## config.mk

```make
export PLATFORM = sky130hd
export DESIGN_NAME = pet_top
export DESIGN_NICKNAME = d
export VERILOG_FILES = /design/src/verilog/pet_pkg.sv /design/src/verilog/pet_top.sv
export VERILOG_INCLUDE_DIRS = /design/src /design/src/verilog
export SDC_FILE = /design/constraint.sdc
export NUM_CORES = 1
export LEC_CHECK = 0
export BUFFER_PORTS_ARGS = -buffer_cell sky130_fd_sc_hd__buf_2
export CAP_MARGIN = 10
export CORE_UTILIZATION = 25
export DETAILED_ROUTE_END_ITERATION = 10
export MAX_ROUTING_LAYER = met4
export PLACE_DENSITY_LB_ADDON = 0.3
export SYNTH_ARGS = -nofsm -noshare
export SYNTH_HDL_FRONTEND = slang
export SYNTH_SLANG_ARGS = --single-unit
```

## constraint.sdc

```tcl
create_clock -name sys_clk -period 5.4 [get_ports sys_clk]
set_input_delay 0.54 -clock sys_clk [delete_from_list [all_inputs] [get_ports sys_clk]]
set_output_delay 0.54 -clock sys_clk [all_outputs]
set_load 0.01 [all_outputs]
```

## src/verilog/pet_consts.svh

```systemverilog
// constants for the pin event timer: offsets, fields, limits, timing
`ifndef PET_CONSTS_SVH
`define PET_CONSTS_SVH

// -----------------------------------------------------------------------------
// register offsets
// -----------------------------------------------------------------------------
`define PET_ADDR_W      8
`define PET_OFS_CMD     8'h00
`define PET_OFS_MODE    8'h04
`define PET_OFS_OUTCFG  8'h08
`define PET_OFS_TRIG    8'h0c
`define PET_OFS_DELAY   8'h10
`define PET_OFS_REPC    8'h14
`define PET_OFS_NUM     8'h18
`define PET_OFS_LEVEL   8'h1c
`define PET_OFS_IV0     8'h20
`define PET_OFS_STATE   8'h40
`define PET_OFS_REM     8'h44

// -----------------------------------------------------------------------------
// fields
// -----------------------------------------------------------------------------
`define PET_CMD_START   0
`define PET_CMD_STOP    1
`define PET_CMD_RESET   2
`define PET_MODE_PULSE  0
`define PET_MODE_UNIT   2:1
`define PET_OUT_OD      0
`define PET_OUT_INV     1
`define PET_OUT_PIN     8:4
`define PET_TRIG_EN     3
`define PET_TRIG_SRC    2:0

// -----------------------------------------------------------------------------
// limits and timing
// -----------------------------------------------------------------------------
`define PET_REPC_MAX    30'h3b9aca00
`define PET_NUM_MAX     4'h8
`define PET_US_MIN      32'h0000000a
`define PET_US_MAX      32'h6b49d200
`define PET_MS_MAX      32'h001b7740
`define PET_S_MAX       32'h00000708
`define PET_CLK_PS      5000
`define PET_US_PS       1000000
`define PET_US_CYC      (`PET_US_PS / `PET_CLK_PS)
`define PET_PER_UNIT    1000

`endif

```

## src/verilog/pet_pkg.sv

```systemverilog
// types shared by the pin event timer
`default_nettype none
package pet_pkg;

  typedef enum logic [1:0] {
    PET_UNIT_US,
    PET_UNIT_MS,
    PET_UNIT_S
  } pet_unit_e;

  typedef enum logic [1:0] {
    PET_IDLE,
    PET_PEND,
    PET_DELAY,
    PET_RUN
  } pet_state_e;

  typedef struct packed {
    logic      pulse;
    pet_unit_e unit;
    logic      od;
    logic      inv;
    logic [4:0] pin;
  } pet_cfg_s;

  typedef struct packed {
    logic [7:0]  addr;
    logic [31:0] wdata;
    logic        wr;
    logic        rd;
  } pet_req_s;

endpackage
`default_nettype wire

```

## src/verilog/pet_top.sv

```systemverilog
// pin event timer: toggle and pulse output generator with register port
`timescale 1ns/1ps
`default_nettype none
`include "pet_consts.svh"

module pet_top (
  input  wire logic            sys_clk,
  input  wire logic            sys_rst,
  input  wire pet_pkg::pet_req_s req,
  output logic [31:0]          rdata,
  input  wire logic [7:0]      sibling_start,
  output logic                 seq_start,
  output logic [31:0]          general_output_port_o,
  output logic [31:0]          general_output_port_oe
);

  // ---------------------------------------------------------------------------
  // settings
  // ---------------------------------------------------------------------------
  pet_pkg::pet_cfg_s   cfg_reg;
  logic                trig_en_reg;
  logic [2:0]          trig_src_reg;
  logic [31:0]         delay_reg;
  logic [29:0]         repc_reg;
  logic [3:0]          num_reg;
  logic [31:0]         iv_reg [0:7];
  logic                level_reg;
  pet_pkg::pet_state_e state_reg;
  logic [29:0]         rem_reg;
  logic [2:0]          idx_reg;
  logic                phase_reg;
  logic [31:0]         cnt_reg;
  logic [7:0]          us_cnt_reg;
  logic [9:0]          ms_cnt_reg;
  logic [9:0]          s_cnt_reg;

  logic wr_cmd;
  logic cmd_start;
  logic cmd_stop;
  logic cmd_reset;
  logic wr_level;
  logic us_tick;
  logic ms_tick;
  logic s_tick;
  logic tick;
  logic ev;
  logic begin_seq;
  logic last_rep;
  logic [31:0] target;

  assign wr_cmd    = req.wr && (req.addr == `PET_OFS_CMD);
  assign cmd_start = wr_cmd && req.wdata[`PET_CMD_START];
  assign cmd_stop  = wr_cmd && req.wdata[`PET_CMD_STOP];
  assign cmd_reset = wr_cmd && req.wdata[`PET_CMD_RESET];
  assign wr_level  = req.wr && (req.addr == `PET_OFS_LEVEL);

  // interval limits follow the unit selected when the value is written
  function automatic logic [31:0] clamp_iv(input logic [31:0] v, input pet_pkg::pet_cfg_s c);
    logic [31:0] r;
    r = v;
    case (c.unit)
      pet_pkg::PET_UNIT_US: begin
        if (v > `PET_US_MAX) begin
          r = `PET_US_MAX;
        end else if ((v < `PET_US_MIN) && (v != 32'h0 || !c.pulse)) begin
          r = `PET_US_MIN;
        end
      end
      pet_pkg::PET_UNIT_MS: begin
        if (v > `PET_MS_MAX) begin
          r = `PET_MS_MAX;
        end else if (v == 32'h0 && !c.pulse) begin
          r = 32'h1;
        end
      end
      default: begin
        if (v > `PET_S_MAX) begin
          r = `PET_S_MAX;
        end else if (v == 32'h0 && !c.pulse) begin
          r = 32'h1;
        end
      end
    endcase
    return r;
  endfunction

  always_ff @(posedge sys_clk) begin
    if (sys_rst || cmd_reset) begin
      cfg_reg <= '{pulse: 1'b0, unit: pet_pkg::PET_UNIT_US, od: 1'b0, inv: 1'b0, pin: 5'h00};
    end else if (req.wr && req.addr == `PET_OFS_MODE) begin
      cfg_reg.pulse <= req.wdata[`PET_MODE_PULSE];
      cfg_reg.unit  <= pet_pkg::pet_unit_e'(req.wdata[`PET_MODE_UNIT]);
    end else if (req.wr && req.addr == `PET_OFS_OUTCFG) begin
      cfg_reg.od  <= req.wdata[`PET_OUT_OD];
      cfg_reg.inv <= req.wdata[`PET_OUT_INV];
      cfg_reg.pin <= req.wdata[`PET_OUT_PIN];
    end
  end

  always_ff @(posedge sys_clk) begin
    if (sys_rst || cmd_reset) begin
      trig_en_reg  <= 1'b0;
      trig_src_reg <= 3'h0;
    end else if (req.wr && req.addr == `PET_OFS_TRIG) begin
      trig_en_reg  <= req.wdata[`PET_TRIG_EN];
      trig_src_reg <= req.wdata[`PET_TRIG_SRC];
    end
  end

  // out-of-range counts are clamped, not refused, so a read shows what will run, except a repeat count of 0, which runs PET_REPC_MAX
  always_ff @(posedge sys_clk) begin
    if (sys_rst || cmd_reset) begin
      delay_reg <= 32'h0;
      repc_reg  <= 30'h0;
      num_reg   <= 4'h1;
    end else if (req.wr) begin
      if (req.addr == `PET_OFS_DELAY) begin
        delay_reg <= req.wdata;
      end else if (req.addr == `PET_OFS_REPC) begin
        if (req.wdata > 32'(`PET_REPC_MAX)) begin
          repc_reg <= `PET_REPC_MAX;
        end else begin
          repc_reg <= req.wdata[29:0];
        end
      end else if (req.addr == `PET_OFS_NUM) begin
        if (req.wdata == 32'h0) begin
          num_reg <= 4'h1;
        end else if (req.wdata > 32'(`PET_NUM_MAX)) begin
          num_reg <= `PET_NUM_MAX;
        end else begin
          num_reg <= req.wdata[3:0];
        end
      end
    end
  end

  // each interval keeps the limit of the unit in force when it was written;
  // a later unit change does not re-clamp values already stored
  always_ff @(posedge sys_clk) begin
    for (int i = 0; i < 8; i++) begin
      if (sys_rst || cmd_reset) begin
        iv_reg[i] <= 32'h0;
      end else if (req.wr && req.addr == 8'(`PET_OFS_IV0 + 4 * i)) begin
        iv_reg[i] <= clamp_iv(req.wdata, cfg_reg);
      end
    end
  end

  // ---------------------------------------------------------------------------
  // time base
  // ---------------------------------------------------------------------------
  // prescalers restart on every event so each interval is whole units long
  assign us_tick = (us_cnt_reg == 8'(`PET_US_CYC - 1));
  assign ms_tick = us_tick && (ms_cnt_reg == 10'(`PET_PER_UNIT - 1));
  assign s_tick  = ms_tick && (s_cnt_reg == 10'(`PET_PER_UNIT - 1));

  always_comb begin
    case (cfg_reg.unit)
      pet_pkg::PET_UNIT_MS: tick = ms_tick;
      pet_pkg::PET_UNIT_S:  tick = s_tick;
      default:              tick = us_tick;
    endcase
  end

  always_ff @(posedge sys_clk) begin
    if (sys_rst || state_reg == pet_pkg::PET_IDLE || state_reg == pet_pkg::PET_PEND || ev) begin
      us_cnt_reg <= 8'h0;
      ms_cnt_reg <= 10'h0;
      s_cnt_reg  <= 10'h0;
    end else if (us_tick) begin
      us_cnt_reg <= 8'h0;
      if (ms_tick) begin
        ms_cnt_reg <= 10'h0;
        s_cnt_reg  <= s_tick ? 10'h0 : s_cnt_reg + 10'h1;
      end else begin
        ms_cnt_reg <= ms_cnt_reg + 10'h1;
      end
    end else begin
      us_cnt_reg <= us_cnt_reg + 8'h1;
    end
  end

  // ---------------------------------------------------------------------------
  // sequencer
  // ---------------------------------------------------------------------------
  always_comb begin
    if (state_reg == pet_pkg::PET_DELAY) begin
      target = delay_reg;
    end else if (cfg_reg.pulse) begin
      target = phase_reg ? iv_reg[1] : iv_reg[0];
    end else begin
      target = iv_reg[idx_reg];
    end
  end

  assign ev = (state_reg == pet_pkg::PET_DELAY || state_reg == pet_pkg::PET_RUN) && (cnt_reg >= target);
  assign last_rep = (rem_reg == 30'h1);
  // a triggered instance must already be pending when its source starts
  // a start while busy is ignored; only idle or pending can begin a run
  assign begin_seq = (state_reg == pet_pkg::PET_PEND && sibling_start[trig_src_reg]) ||
                     (state_reg == pet_pkg::PET_IDLE && cmd_start && !trig_en_reg);
  assign seq_start = begin_seq;

  // stop and reset win over a start seen in the same cycle
  always_ff @(posedge sys_clk) begin
    if (sys_rst || cmd_reset || cmd_stop) begin
      state_reg <= pet_pkg::PET_IDLE;
    end else begin
      case (state_reg)
        pet_pkg::PET_IDLE: begin
          if (cmd_start && trig_en_reg) begin
            state_reg <= pet_pkg::PET_PEND;
          end else if (begin_seq) begin
            state_reg <= pet_pkg::PET_DELAY;
          end
        end
        pet_pkg::PET_PEND: begin
          if (begin_seq) begin
            state_reg <= pet_pkg::PET_DELAY;
          end
        end
        pet_pkg::PET_DELAY: begin
          if (ev) begin
            state_reg <= pet_pkg::PET_RUN;
          end
        end
        default: begin
          if (ev && last_rep && (!cfg_reg.pulse || phase_reg)) begin
            state_reg <= pet_pkg::PET_IDLE;
          end
        end
      endcase
    end
  end

  // restarting on every event costs one extra cycle per event
  always_ff @(posedge sys_clk) begin
    if (sys_rst || begin_seq || ev) begin
      cnt_reg <= 32'h0;
    end else if (tick) begin
      cnt_reg <= cnt_reg + 32'h1;
    end
  end

  // the remaining count drops only on finished repetitions, a stop or a reset, never on the event that ends the delay
  always_ff @(posedge sys_clk) begin
    if (sys_rst || cmd_reset) begin
      rem_reg   <= 30'h0;
      idx_reg   <= 3'h0;
      phase_reg <= 1'b0;
    end else if (cmd_stop) begin
      rem_reg <= 30'h0;
    end else if (begin_seq) begin
      rem_reg   <= (repc_reg == 30'h0) ? `PET_REPC_MAX : repc_reg;
      idx_reg   <= 3'h0;
      phase_reg <= 1'b0;
    end else if (ev && state_reg == pet_pkg::PET_RUN) begin
      if (cfg_reg.pulse) begin
        phase_reg <= !phase_reg;
        if (phase_reg) begin
          rem_reg <= rem_reg - 30'h1;
        end
      end else begin
        rem_reg <= rem_reg - 30'h1;
        if ({1'b0, idx_reg} == num_reg - 4'h1) begin
          idx_reg <= 3'h0;
        end else begin
          idx_reg <= idx_reg + 3'h1;
        end
      end
    end
  end

  // ---------------------------------------------------------------------------
  // output level and pin drive
  // ---------------------------------------------------------------------------
  // a static level write wins over an event in the same cycle
  always_ff @(posedge sys_clk) begin
    if (sys_rst || cmd_reset) begin
      level_reg <= 1'b0;
    end else if (wr_level) begin
      level_reg <= req.wdata[0];
    end else if (begin_seq && cfg_reg.pulse) begin
      level_reg <= 1'b0;
    end else if (ev && state_reg == pet_pkg::PET_RUN) begin
      if (cfg_reg.pulse) begin
        level_reg <= !phase_reg;
      end else begin
        level_reg <= !level_reg;
      end
    end
  end

  // open drain only pulls low; the pin floats for a high level
  always_ff @(posedge sys_clk) begin
    if (sys_rst) begin
      general_output_port_o  <= 32'h0;
      general_output_port_oe <= 32'h0;
    end else begin
      for (int i = 0; i < 32; i++) begin
        if (5'(i) == cfg_reg.pin) begin
          general_output_port_o[i]  <= cfg_reg.od ? 1'b0 : (level_reg ^ cfg_reg.inv);
          general_output_port_oe[i] <= cfg_reg.od ? !(level_reg ^ cfg_reg.inv) : 1'b1;
        end else begin
          general_output_port_o[i]  <= 1'b0;
          general_output_port_oe[i] <= 1'b0;
        end
      end
    end
  end

  // ---------------------------------------------------------------------------
  // read port
  // ---------------------------------------------------------------------------
  // unmapped and write-only offsets read as zero
  always_ff @(posedge sys_clk) begin
    if (sys_rst || !req.rd) begin
      rdata <= 32'h0;
    end else if (req.addr == `PET_OFS_MODE) begin
      rdata <= {29'h0, cfg_reg.unit, cfg_reg.pulse};
    end else if (req.addr == `PET_OFS_OUTCFG) begin
      rdata <= {23'h0, cfg_reg.pin, 2'h0, cfg_reg.inv, cfg_reg.od};
    end else if (req.addr == `PET_OFS_TRIG) begin
      rdata <= {28'h0, trig_en_reg, trig_src_reg};
    end else if (req.addr == `PET_OFS_DELAY) begin
      rdata <= delay_reg;
    end else if (req.addr == `PET_OFS_REPC) begin
      rdata <= {2'h0, repc_reg};
    end else if (req.addr == `PET_OFS_NUM) begin
      rdata <= {28'h0, num_reg};
    end else if (req.addr == `PET_OFS_LEVEL) begin
      rdata <= {31'h0, level_reg};
    end else if (req.addr >= `PET_OFS_IV0 && req.addr < `PET_OFS_STATE && req.addr[1:0] == 2'h0) begin
      rdata <= iv_reg[req.addr[4:2]];
    end else if (req.addr == `PET_OFS_STATE) begin
      rdata <= {31'h0, state_reg != pet_pkg::PET_IDLE};
    end else if (req.addr == `PET_OFS_REM) begin
      rdata <= {2'h0, rem_reg};
    end else begin
      rdata <= 32'h0;
    end
  end

endmodule
`default_nettype wire
```

Yosys cells after proc, flatten, opt, wreduce, memory -nomap -nowiden
Memories as Yosys holds them, arrays and structs flattened. A register that Yosys moved wholly into a read port is not among the register bits.
Cells that the tools add are included.
Cells by class
  equality and inequality tests: 61
  bitwise logic cells: 45
  reduce and logical (&&, ||, !) cells: 108
  add/subtract/negate cells: 7
  mux-type cells: 102
  $lt $le $gt $ge: 10
Operator list (number)
  2-to-1 mux 32 bit: 37
  2-to-1 mux 30 bit: 8
  == test 5 bit, first input constant: 16
  OR reduction 2 bit: 35
  == test 8 x 6 -> 1 bit, second input constant: 8
  one-hot mux 32 bit (2 select lines): 1
  == test 4 x 5 -> 1 bit, first input constant: 8
  2-to-1 mux 1 bit: 36
  inverter 1 bit: 36
  adder 32 x 1 -> 32 bit, second input constant: 1
  == test 8 x 5 -> 1 bit, second input constant: 4
  >= comparator 32 bit: 1
  greater-than comparator 32 x 11 -> 1 bit, second input constant: 1
  greater-than comparator 32 x 21 -> 1 bit, second input constant: 1
  greater-than comparator 32 x 30 -> 1 bit, second input constant: 1
  greater-than comparator 32 x 31 -> 1 bit, second input constant: 1
  greater-than comparator 32 x 4 -> 1 bit, second input constant: 1
  logical NOT 32 bit: 1
  < comparator 32 x 4 -> 1 bit, second input constant: 1
  nonzero test 32 bit: 1
  logical AND 1 bit: 31
  == test 30 x 1 -> 1 bit, second input constant: 1
  logical NOT 30 bit: 1
  subtractor 30 x 1 -> 30 bit, second input constant: 1
  44 further kinds: 100
Storage, ports and cells
  register bits: 273
  bits of input ports: 52
  output and inout bits: 97
  bits in writable memories: 256
  memories kept: 1
  word-level logic and storage cells: 421
Memory list
  iv_reg: words 8, width 32, rd ports 4, clocked after Yosys merged registers in 1, wr ports 8, RTL line pet_top.sv:26  | logic [31:0] iv_reg [0:7];

Logic depth before layout (Yosys ltp)
Gate-level depths: netlist of run 1.
  depth in word-level cells: 11
  depth in mapped cells: 18
  gate-level depth less buffers: 14

Worst setup path before layout of run 1
OpenSTA, ideal clock, no wires.
  path kind: flip-flop to flip-flop
  start: reg with a tool-made name
  end: reg rem_reg[23]
  library setup time: 0.128 ns
  slack: 0.841 ns
  required time: 5.272 ns
  arrival time: 4.431 ns
  cell stages (with the launch flop): 18
  buffers on the path: 3
  period minus slack after synthesis: 4.559 ns
  cell sequence: dfxtp_1 clkbuf_1 buf_1 mux4_2 nor2b_1 a211oi_1 a211oi_1 a21oi_1 ha_1 and3_1 a221oi_1 o21ai_0 o31a_1 o21ai_1 buf_2 nand2_1 a32oi_1 nor2_1
RTL lines
  end signal, assigned: RTL line pet_top.sv:254  | rem_reg <= (repc_reg == 30'h0) ? `PET_REPC_MAX : repc_reg;
  end signal, assigned: RTL line pet_top.sv:261  | rem_reg <= rem_reg - 30'h1;
  end signal, assigned: RTL line pet_top.sv:264  | rem_reg <= rem_reg - 30'h1;
  end, declared: RTL line pet_top.sv:29  | logic [29:0] rem_reg;

==> reports/metrics.csv, run 1 <==
stage,metric,value,unit
clock_network,clockRootBuffer,sky130_fd_sc_hd__clkbuf_16,
global_route,first_pass_grt_wire_length,142000,um
die,floorplan.initialDensity,25.2,%
global_route,grt_max_degree,72,
run_status,result_of_the_run,completed,
layout,layout.filler_cells,10797,
layout,final_common_cell,sky130_fd_sc_hd__nor2_1,
drt,detail_route.vias_per_cell,5.11,
drt,first_pass_iters,6,
layout,layoutNonFillerInstCount,4037,
setup_path,worst-path-max-fanout,20,
clock_network,post_cts_hold_buffers,0,
setup_path,timing.critical_path.to_type,flip-flop,
pwr,seq_power_share,46.5,%
drt,wl,97800,um
clock_network,cts-buffers-inserted,68,
clock_network,clock_insertion_delay_worst_skew,0.63,ns
pwr,power.leakage,11.0,nW
yosys,yosys_warnings,0,
yosys,ys_dominant_reg_cell,sky130_fd_sc_hd__dfxtp_1,
timing,postLayoutSetupSlackWorst,0.521,ns
drt,violation_count_after_the_first_detailed_routing_iteration,2441,
yosys,netlist_area,26500,sq um
layout,most_frequent_cells_in_the_layout,"385 x sky130_fd_sc_hd__nor2_1, 271 x sky130_fd_sc_hd__dfxtp_1, 256 x sky130_fd_sc_hd__edfxtp_1",
clock_network,clkSinkCount,532,
yosys,synth_edf_count,256,
clock_network,cts-root-to-sink-buffers,3,
clock_network,cts_resized,0,
die,area_of_the_core,105000,sq um
timing,timing.final.setup_violations,0,
timing,worst_hold_slack,0.248,ns
pwr,netSwitchingPower,2.23,mW
yosys,synth_cells,2454,
die,pin_count,149,
placement,gp_congestion,0.896,
clock_network,clkTransAtPathRegs,0.06,ns
timing,rsz_0062_raised_after_global_routing,no,
clock_network,ctsHtreeMaxLevel,3,
yosys,synth_cell_types,85,
run,maxCapViolations,0,
timing,fin_crit_sh,90.3,%
pwr,combinational_power_share,5.7,%
min_path,min_from,req[0],
timing,finalWorstPathRequiredPeriod,4.88,ns
timing,slew_violations,0,
layout,largest_register_ff_count,256,
layout,post_route_cells_drive_above_1_share,21.3,%
yosys,ys_seq_area_share,49.8,%
yosys,synth.largest_area_cell,sky130_fd_sc_hd__edfxtp_1,
min_path,min-delay-path-class,in -> reg,
timing,finalHoldViolations,0,
timing,timing.setup.tns,0,ns
drt,dr_total_vias,20630,
global_route,grt_usage,18.5,%
yosys,synth_top_area_share,29.0,%
timing,achievable-frequency,205,MHz
placement,place_inst,3905,
timing,timing.max_slew.rel_slack,24.6,%
setup_path,cp.required,5.90,ns
layout,nets,2679,
pwr,power_frac_clock,47.8,%
pwr,power.share.switching,24.0,%
setup_path,criticalPathCategory,reg -> reg,
die,die_y,328,um
drt,antenna_left,0,
die,floorplan.die_area,107000,sq um
yosys,synth_area_per_cell,10.8,sq um
yosys,asyncSetResetFlopFracSynth,0,%
yosys,post_synth_main_area_contributors,"sky130_fd_sc_hd__edfxtp_1 29%, sky130_fd_sc_hd__dfxtp_1 21%, sky130_fd_sc_hd__mux4_2 11%, sky130_fd_sc_hd__nor2_1 5.5%, sky130_fd_sc_hd__a21oi_1 2.7%",
global_route,antenna_found_initial,11,
clock_network,tritoncts,yes,
timing,finClkSkew,0.0302,ns
die,floorplan.die.width,328,um
pwr,power_report.internal_total,7.05,mW
setup_path,cp.arrival,5.38,ns
setup_path,regToRegSetupSlack,0.52,ns
clock_network,post-cts-setup-buffer-count,0,
layout,flow.area_growth_from_synthesis,18.4,%
global_route,vias_in_the_first_global_route,19711,
placement,portBuffers,148,
pwr,irDropWorstVdd,0.000193,V
timing,tightest_slew,1.13,ns
die,fp-row-count,119,
drt,drcViolationCount,0,
pwr,power.density,295,nW/um^2
placement,setup_slack_after_placement,0.557,ns
global_route,gr-total-overflow,0,
drt,detail_route.wl_per_cell,24.2,um
yosys,yosys_register_bits,532,
placement,dp.final_hpwl,68500,um
layout,postLayoutCoreUtil,29.8,%
setup_path,cp_launch_type,flip-flop,
==> worst max-delay path: stages, from the launching register on <==
cell	delay, ns
sky130_fd_sc_hd__dfxtp_4	0.58
sky130_fd_sc_hd__mux4_2	0.38
sky130_fd_sc_hd__mux2_2	0.28
sky130_fd_sc_hd__o21ai_0	0.44
sky130_fd_sc_hd__o21ai_0	0.27
sky130_fd_sc_hd__ha_1	0.32
sky130_fd_sc_hd__nand2b_1	0.14
sky130_fd_sc_hd__a2111oi_0	0.39
sky130_fd_sc_hd__a2111oi_0	0.12
sky130_fd_sc_hd__buf_4	0.15
sky130_fd_sc_hd__o31a_1	0.28
sky130_fd_sc_hd__buf_4	0.13
sky130_fd_sc_hd__o21ai_2	0.38
sky130_fd_sc_hd__buf_4	0.26
sky130_fd_sc_hd__nand2_1	0.18
sky130_fd_sc_hd__buf_12	0.22
sky130_fd_sc_hd__a32oi_1	0.15
sky130_fd_sc_hd__nor2_1	0.05
==> power by group through the flow <==
stage / Sequential (mW) / Clock (mW) / Combinational, mW
global route: 4.31 / 4.68 / 0.553
global placement: 4.39 / 0 / 0.528
finish: 4.31 / 4.44 / 0.529
CTS: 4.31 / 4.52 / 0.528
detailed placement: 4.39 / 0 / 0.527
floorplan: 4.39 / 0 / 0.301
==> layout make-up <==
class / count / area [sq um] / share of cell area [%]
well taps: 1391 / 1740 / 5.54
repair buffers: 224 / 1440 / 4.59
inverters: 19 / 71.3 / 0.227
flip-flops and latches: 532 / 13200 / 42.1
diodes: 10 / 25.0 / 0.0797
clock inverters: 24 / 186 / 0.594
multi-input cells: 1739 / 12800 / 40.6
clock buffers: 98 / 1970 / 6.27
==> routing by layer <==
layer	vias to the layer above	global-route usage, %	part of all wire, %
met3	128	3.09	7.1
met2	767	29.4	47
met5	-	-	0
met4	0	5.01	2.4
met1	10357	24.3	43
li1	9378	-	-
==> path summary, 6_finish.rpt <==
path | to | depth (start not counted)
worst max-delay path | rem_reg[23] | 17
worst min-delay path | rdata[0] | 3
worst max register to register | rem_reg[23] | 17
worst min register to register | delay_reg[22] | 2
==> synthesized netlist by cell type (10+ instances only) <==
cell / instances
sky130_fd_sc_hd__a211oi_1: 73
sky130_fd_sc_hd__a21oi_1: 145
sky130_fd_sc_hd__a222oi_1: 22
sky130_fd_sc_hd__a22oi_1: 21
sky130_fd_sc_hd__a31oi_1: 10
sky130_fd_sc_hd__and2_1: 90
sky130_fd_sc_hd__and3_1: 16
sky130_fd_sc_hd__buf_1: 14
sky130_fd_sc_hd__buf_2: 23
sky130_fd_sc_hd__clkbuf_1: 130
sky130_fd_sc_hd__dfxtp_1: 276
sky130_fd_sc_hd__edfxtp_1: 256
sky130_fd_sc_hd__ha_1: 43
sky130_fd_sc_hd__inv_1: 18
sky130_fd_sc_hd__mux2_2: 34
sky130_fd_sc_hd__mux2i_1: 48
sky130_fd_sc_hd__mux4_2: 128
sky130_fd_sc_hd__nand2_1: 187
sky130_fd_sc_hd__nand2b_1: 15
sky130_fd_sc_hd__nand3_1: 65
sky130_fd_sc_hd__nand4_1: 37
sky130_fd_sc_hd__nor2_1: 388
sky130_fd_sc_hd__nor2b_1: 44
sky130_fd_sc_hd__nor3_1: 33
sky130_fd_sc_hd__nor4_1: 25
sky130_fd_sc_hd__o21ai_0: 58
sky130_fd_sc_hd__o221a_2: 11
sky130_fd_sc_hd__or3_1: 13
sky130_fd_sc_hd__or4_1: 11
sky130_fd_sc_hd__xnor2_1: 41
sky130_fd_sc_hd__xor2_1: 35
==> per-stage QoR <==
stage | total power, mW | instance area, sq um
floorplan | 4.69 | 26600
global placement | 4.92 | 29200
detailed placement | 4.92 | 29200
CTS | 9.36 | 31400
global route | 9.54 | 31400
finish | 9.27 | 31400
==> cell families (layout without fill, tap and decap cells) <==
kind of cell	count (synthesis)	after routing	share of synthesized area, %
XOR/XNOR	76	76	2.51
AND/OR/NAND/NOR	981	981	18.0
multiplexers	211	211	14.2
flip-flops	532	532	49.8
adder cells (fa/ha/maj)	43	43	2.03
other	1	18	0.0141
buffers and inverters	190	365	2.86
AO/OA/AOI/OAI	420	420	10.7
Note: power is estimated with default switching activity, not from simulation.
==> run 2, diff against run 1 <==
REMOVE_ABC_BUFFERS = 1   (was not set)
==> run 2 against run 1 <==
  * Combinational power about the same
  * Register-to-register slack better by 0.14 ns
  * Worst hold slack worse by 0.034 ns
  * First-iteration DRC count down 14%
  * Via count about the same
  * Wire length down 1.4%
  * Largest cell class unchanged
  * Count of clock-buffer cells in the layout down 27
  * Worst setup slack better by 0.14 ns
==> reports/metrics.csv, run 2 (synthesized netlist as in run 1, its figures left out) <==
stage,metric,value,unit,change
placement,portBuffers,148,,unchanged
setup_path,worst-path-max-fanout,27,,+35%
pwr,power.leakage,11.0,nW,-0.44%
layout,postLayoutCoreUtil,29.7,%,-0.092 points
timing,timing.max_slew.rel_slack,26.0,%,+1.4 points
min_path,min-delay-path-class,in -> reg,,
drt,detail_route.vias_per_cell,5.12,,+0.22%
drt,first_pass_iters,9,,+3
placement,dp.final_hpwl,66100,um,-3.6%
pwr,power.density,295,nW/um^2,-0.22%
clock_network,cts-root-to-sink-buffers,3,,unchanged
clock_network,clockRootBuffer,sky130_fd_sc_hd__clkbuf_16,,
drt,antenna_left,0,,unchanged
global_route,first_pass_grt_wire_length,139000,um,-1.8%
timing,finClkSkew,0.0285,ns,-0.00164 ns
setup_path,criticalPathCategory,reg -> reg,,
pwr,irDropWorstVdd,0.000226,V,+17%
clock_network,clkTransAtPathRegs,0.06,ns,about the same
layout,flow.area_growth_from_synthesis,18.0,%,
die,floorplan.die_area,107000,sq um,unchanged
die,floorplan.initialDensity,25.2,%,unchanged
layout,most_frequent_cells_in_the_layout,"385 x sky130_fd_sc_hd__nor2_1, 271 x sky130_fd_sc_hd__dfxtp_1, 256 x sky130_fd_sc_hd__edfxtp_1",,
die,floorplan.die.width,328,um,unchanged
layout,layout.filler_cells,10781,,-0.15%
timing,timing.final.setup_violations,0,,unchanged
layout,largest_register_ff_count,256,,unchanged
layout,nets,2671,,-0.30%
global_route,gr-total-overflow,0,,unchanged
layout,final_common_cell,sky130_fd_sc_hd__nor2_1,,
clock_network,tritoncts,yes,,
global_route,grt_max_degree,50,,-31%
global_route,vias_in_the_first_global_route,19702,,-0.046%
global_route,grt_usage,18.2,%,-0.34 points
timing,tightest_slew,1.10,ns,-0.0293 ns
drt,drcViolationCount,0,,unchanged
die,fp-row-count,119,,unchanged
placement,gp_congestion,0.902,,+0.69%
layout,post_route_cells_drive_above_1_share,21.5,%,+0.19 points
global_route,antenna_found_initial,14,,+3
timing,timing.setup.tns,0,ns,unchanged
drt,wl,96400,um,-1.4%
setup_path,max_stage_delay,0.53,ns,-0.05 ns
layout,total_area_of_multi_input_combinational_cells,12800,sq um,unchanged
setup_path,crit_buf_inv,1,,-3
setup_path,cp.required,5.98,ns,+0.08 ns
timing,achievable-frequency,211,MHz,+3.0%
run,maxCapViolations,0,,unchanged
timing,slew_violations,0,,unchanged
drt,detail_route.wl_per_cell,23.9,um,-1.2%
clock_network,post_cts_hold_buffers,0,,unchanged
clock_network,ctsHtreeMaxLevel,2,,-1
setup_path,cp_top_family,compound AO/OA/AOI/OAI gates,,
timing,rsz_0062_raised_after_global_routing,no,,
die,pin_count,149,,unchanged
setup_path,crit_path_cell_trace,"buf_12, mux4_2, nor2b_1, a211oi_1, a211oi_1, a21oi_1, ha_1, and3_1, a221oi_1, o21ai_0, o31a_1, nor2_1, nand3b_1, o21bai_1, nor2_1",,
die,area_of_the_core,105000,sq um,unchanged
drt,dr_total_vias,20640,,+0.048%
clock_network,clock_insertion_delay_worst_skew,0.67,ns,+0.04 ns
layout,area.sequential,13200,sq um,unchanged
clock_network,cts_resized,0,,unchanged
die,die_y,328,um,unchanged
run_status,result_of_the_run,completed,,
timing,finalHoldViolations,0,,unchanged
clock_network,post-cts-setup-buffer-count,0,,unchanged
clock_network,clkSinkCount,532,,unchanged
setup_path,cp_launch_type,flip-flop,,
timing,finalWorstPathRequiredPeriod,4.74,ns,-0.141 ns
clock_network,cts-buffers-inserted,61,,-10%
setup_path,timing.critical_path.to_type,flip-flop,,
drt,violation_count_after_the_first_detailed_routing_iteration,2104,,-14%
setup_path,cp.arrival,5.31,ns,-0.07 ns
setup_path,worst_path_max_delay_cell,sky130_fd_sc_hd__mux4_2,,
timing,fin_crit_sh,87.7,%,-2.6 points
run 2: cell count changes in the layout (fill, tap and decap cells not counted), moves of 3 or more:
cell / delta
sky130_fd_sc_hd__clkbuf_1: -15
sky130_fd_sc_hd__clkbuf_16: -12
sky130_fd_sc_hd__bufinv_16: +8
sky130_fd_sc_hd__clkinv_4: +4
sky130_fd_sc_hd__buf_12: -3
sky130_fd_sc_hd__clkinv_1: +3
sky130_fd_sc_hd__clkinvlp_4: +3
run 2: final cells by class:
class,count,share of cell area (%)
repair buffers,223,4.46
flip-flops and latches,532,42.2
clock inverters,43,1.55
diodes,12,0.0959
clock buffers,71,5.15
well taps,1391,5.56
inverters,19,0.228
multi-input cells,1739,40.7
run 2: worst paths after layout:
kind	slack [ns]	cells past startpoint	start	end
setup / recovery	0.66	15	flip-flop	s_cnt_reg[4]
hold / removal	0.21	3	req[12]	delay_reg[10]
setup reg to reg	0.66	15	flip-flop	s_cnt_reg[4]
hold reg to reg	0.47	2	delay_reg[22]	delay_reg[22]
run 2: layer usage:
layer / GRT usage [%] / wire length (um) / up-vias
li1: - / - / 9358
met4: 6.49 / 3070 / 0
met5: - / 0 / -
met3: 2.64 / 6390 / 146
met2: 28.5 / 45100 / 727
met1: 23.8 / 41900 / 10409
run 2: power breakdown:
part | switching (mW) | leakage [nW] | internal (mW)
Sequential | 0.0306 | 4.97 | 4.27
Clock | 1.81 | 1.03 | 2.57
Combinational | 0.360 | 4.99 | 0.171
Total | 2.20 | 11.0 | 7.02
run 2: stage by stage:
| stage | hold WS (ns) | worst slack (ns) | instance area, sq um | power (mW) | std cells |
|---|---|---|---|---|---|
| CTS | 0.175 | 0.679 | 31300 | 9.30 | 4018 |
| global placement | 0.456 | 0.657 | 29200 | 4.92 | 3904 |
| detailed placement | 0.462 | 0.698 | 29200 | 4.92 | 3904 |
| floorplan | 0.438 | -1.56 | 25900 | 4.64 | 2290 |
| global route | 0.223 | 0.254 | 31300 | 9.47 | 4028 |
| finish | 0.214 | 0.663 | 31300 | 9.22 | 4030 |
run 2: worst min-delay path: cells and delay by family:
family                 cells  cell delay, ns
AND/OR/NAND/NOR            1            0.07
buffers and inverters      1            0.17
AO/OA/AOI/OAI              1            0.05
==> run 3, diff against run 2 <==
clock period = 5 ns   (was 5.4 ns; I/O delays follow)
==> run 3 against run 2 <==
  * Wire length rose by 1.6%
  * First-iteration DRC count increased by 10%
  * Global-route usage rose by 0.33 points
  * Worst hold slack got worse by 0.049 ns
  * Sequential power is 7.9% higher
  * Utilization barely moved
  * Worst setup slack worse by 0.32 ns
  * Critical path type unchanged
  * Final cell count is 0.17% higher
  * Combinational power rose by 7.9%
  * Critical path depth is 2 higher
  * Final area down 0.16%
==> reports/metrics.csv, run 3 (synthesized netlist as in run 1, its figures left out) <==
stage,metric,value,unit,change
setup_path,cp_launch_type,flip-flop,,
global_route,first_pass_grt_wire_length,141000,um,+1.5%
global_route,gr-total-overflow,0,,unchanged
timing,finalHoldViolations,0,,unchanged
timing,finalWorstPathRequiredPeriod,4.66,ns,-0.0754 ns
timing,timing.final.setup_violations,0,,unchanged
global_route,grt_max_degree,65,,+30%
setup_path,worst-path-max-fanout,32,,+19%
pwr,irDropWorstVdd,0.000295,V,+31%
clock_network,clock_insertion_delay_worst_skew,0.68,ns,about the same
placement,place_inst,3917,,+0.33%
global_route,antenna_found_initial,16,,+2
pwr,power.density,311,nW/um^2,+5.6%
clock_network,clockRootBuffer,sky130_fd_sc_hd__clkbuf_16,,
clock_network,post-cts-setup-buffer-count,0,,unchanged
timing,slew_violations,0,,unchanged
clock_network,clkTransAtPathRegs,0.06,ns,about the same
drt,first_pass_iters,6,,-3
clock_network,cts-buffers-inserted,60,,-1.6%
drt,detail_route.wl_per_cell,24.3,um,+1.4%
die,area_of_the_core,105000,sq um,unchanged
layout,layout.cell_area.non_filler,31300,sq um,-0.16%
die,floorplan.initialDensity,25.2,%,unchanged
die,pin_count,149,,unchanged
pwr,total_design_power,9.73,mW,+5.5%
die,fp-row-count,119,,unchanged
layout,most_frequent_cells_in_the_layout,"385 x sky130_fd_sc_hd__nor2_1, 271 x sky130_fd_sc_hd__dfxtp_1, 256 x sky130_fd_sc_hd__edfxtp_1",,
clock_network,cts-root-to-sink-buffers,3,,unchanged
layout,final_common_cell,sky130_fd_sc_hd__nor2_1,,
timing,rsz_0062_raised_after_global_routing,no,,
clock_network,ctsHtreeMaxLevel,2,,unchanged
placement,portBuffers,148,,unchanged
layout,largest_register_ff_count,256,,unchanged
layout,layoutNonFillerInstCount,4037,,+0.17%
die,floorplan.die.width,328,um,unchanged
timing,finClkSkew,0.0287,ns,+0.000205 ns
drt,wl,98000,um,+1.6%
timing,tightest_slew,1.23,ns,+0.123 ns
min_path,min-delay-path-class,in -> reg,,
pwr,power.leakage,11.0,nW,about the same
layout,postLayoutCoreUtil,29.7,%,-0.048 points
clock_network,clkSinkCount,532,,unchanged
setup_path,timing.critical_path.to_type,flip-flop,,
placement,dp.final_hpwl,68800,um,+4.1%
die,floorplan.die_area,107000,sq um,unchanged
drt,detail_route.vias_per_cell,5.13,,+0.12%
global_route,grt_usage,18.5,%,+0.33 points
placement,gp_congestion,0.916,,+1.6%
drt,dr_total_vias,20701,,+0.30%
die,die_y,328,um,unchanged
layout,nets,2683,,+0.45%
clock_network,post_cts_hold_buffers,0,,unchanged
timing,timing.max_slew.rel_slack,18.3,%,-7.7 points
placement,post_dp_cell_area,29300,sq um,+0.33%
drt,violation_count_after_the_first_detailed_routing_iteration,2318,,+10%
clock_network,cts_resized,0,,unchanged
drt,antenna_left,0,,unchanged
timing,fin_crit_sh,93.2,%,+5.5 points
run_status,result_of_the_run,completed,,
layout,post_route_cells_drive_above_1_share,21.5,%,about the same
setup_path,criticalPathCategory,reg -> reg,,
setup_path,cp.arrival,5.25,ns,-0.06 ns
setup_path,cp.required,5.59,ns,-0.39 ns
timing,timing.setup.tns,0,ns,unchanged
drt,drcViolationCount,0,,unchanged
timing,achievable-frequency,215,MHz,+1.6%
run,maxCapViolations,0,,unchanged
clock_network,tritoncts,yes,,
layout,flow.area_growth_from_synthesis,17.8,%,
global_route,vias_in_the_first_global_route,19577,,-0.63%
## run 3: cell count changes in the layout (fill, tap and decap cells not counted), moves of 2 or more
cell / delta
sky130_fd_sc_hd__buf_4: +13
sky130_fd_sc_hd__clkbuf_1: +8
sky130_fd_sc_hd__bufinv_16: -3
sky130_fd_sc_hd__clkinv_4: -3
sky130_fd_sc_hd__diode_2: -3
sky130_fd_sc_hd__clkbuf_8: -2
## run 3: cell type report
cell class,count,area (sq um)
Fill cell,10800,74000
Sequential cell,532,13200
Multi-Input combinational cell,1739,12800
Tap cell,1391,1740
Clock buffer,76,1590
Timing Repair Buffer,236,1490
Clock inverter,35,369
Inverter,19,71.3
Antenna cell,9,22.5
## run 3: layer usage
layer	global-route usage, %	wire (um)	part of all wire [%]	up-vias
li1	-	-	-	9371
met1	24.7	42200	43	10293
met2	28.3	45300	46	860
met3	3.00	7380	7.5	177
met4	6.40	3100	3.2	0
met5	-	0	0	-
## run 3: critical path: stages, from the launching register on
cell	delay, ns
sky130_fd_sc_hd__dfxtp_4	0.37
sky130_fd_sc_hd__buf_12	0.25
sky130_fd_sc_hd__buf_4	0.30
sky130_fd_sc_hd__mux4_2	0.52
sky130_fd_sc_hd__a211oi_1	0.25
sky130_fd_sc_hd__a211oi_1	0.08
sky130_fd_sc_hd__a21oi_1	0.23
sky130_fd_sc_hd__ha_1	0.28
sky130_fd_sc_hd__and3_1	0.18
sky130_fd_sc_hd__a221oi_1	0.42
sky130_fd_sc_hd__o21ai_0	0.15
sky130_fd_sc_hd__o31a_1	0.29
sky130_fd_sc_hd__nor2_1	0.27
sky130_fd_sc_hd__buf_4	0.21
sky130_fd_sc_hd__nor2b_1	0.05
sky130_fd_sc_hd__or3_1	0.30
sky130_fd_sc_hd__buf_4	0.25
sky130_fd_sc_hd__a21oi_1	0.15
## run 3: per-stage QoR
stage / setup slack, ns / hold slack, ns
4_1_cts: 0.322 / 0.134
2_1_floorplan: -1.96 / 0.438
6_report: 0.338 / 0.165
3_3_place_gp: 0.391 / 0.457
5_1_grt: 0.0657 / 0.163
3_5_place_dp: 0.366 / 0.463
## run 3: power by group
part / internal [mW] / switching, mW
Sequential: 4.62 / 0.0340
Combinational: 0.186 / 0.387
Clock: 2.56 / 1.94
## run 3: final timing paths
check                              startpoint            end  slack, ns  cells after the start
worst max register to register      flip-flop    cnt_reg[31]       0.34                     17
worst max-delay path                flip-flop    cnt_reg[31]       0.34                     17
worst min register to register  delay_reg[23]  delay_reg[23]       0.47                      2
worst min-delay path                   req[0]       rdata[0]       0.17                      3
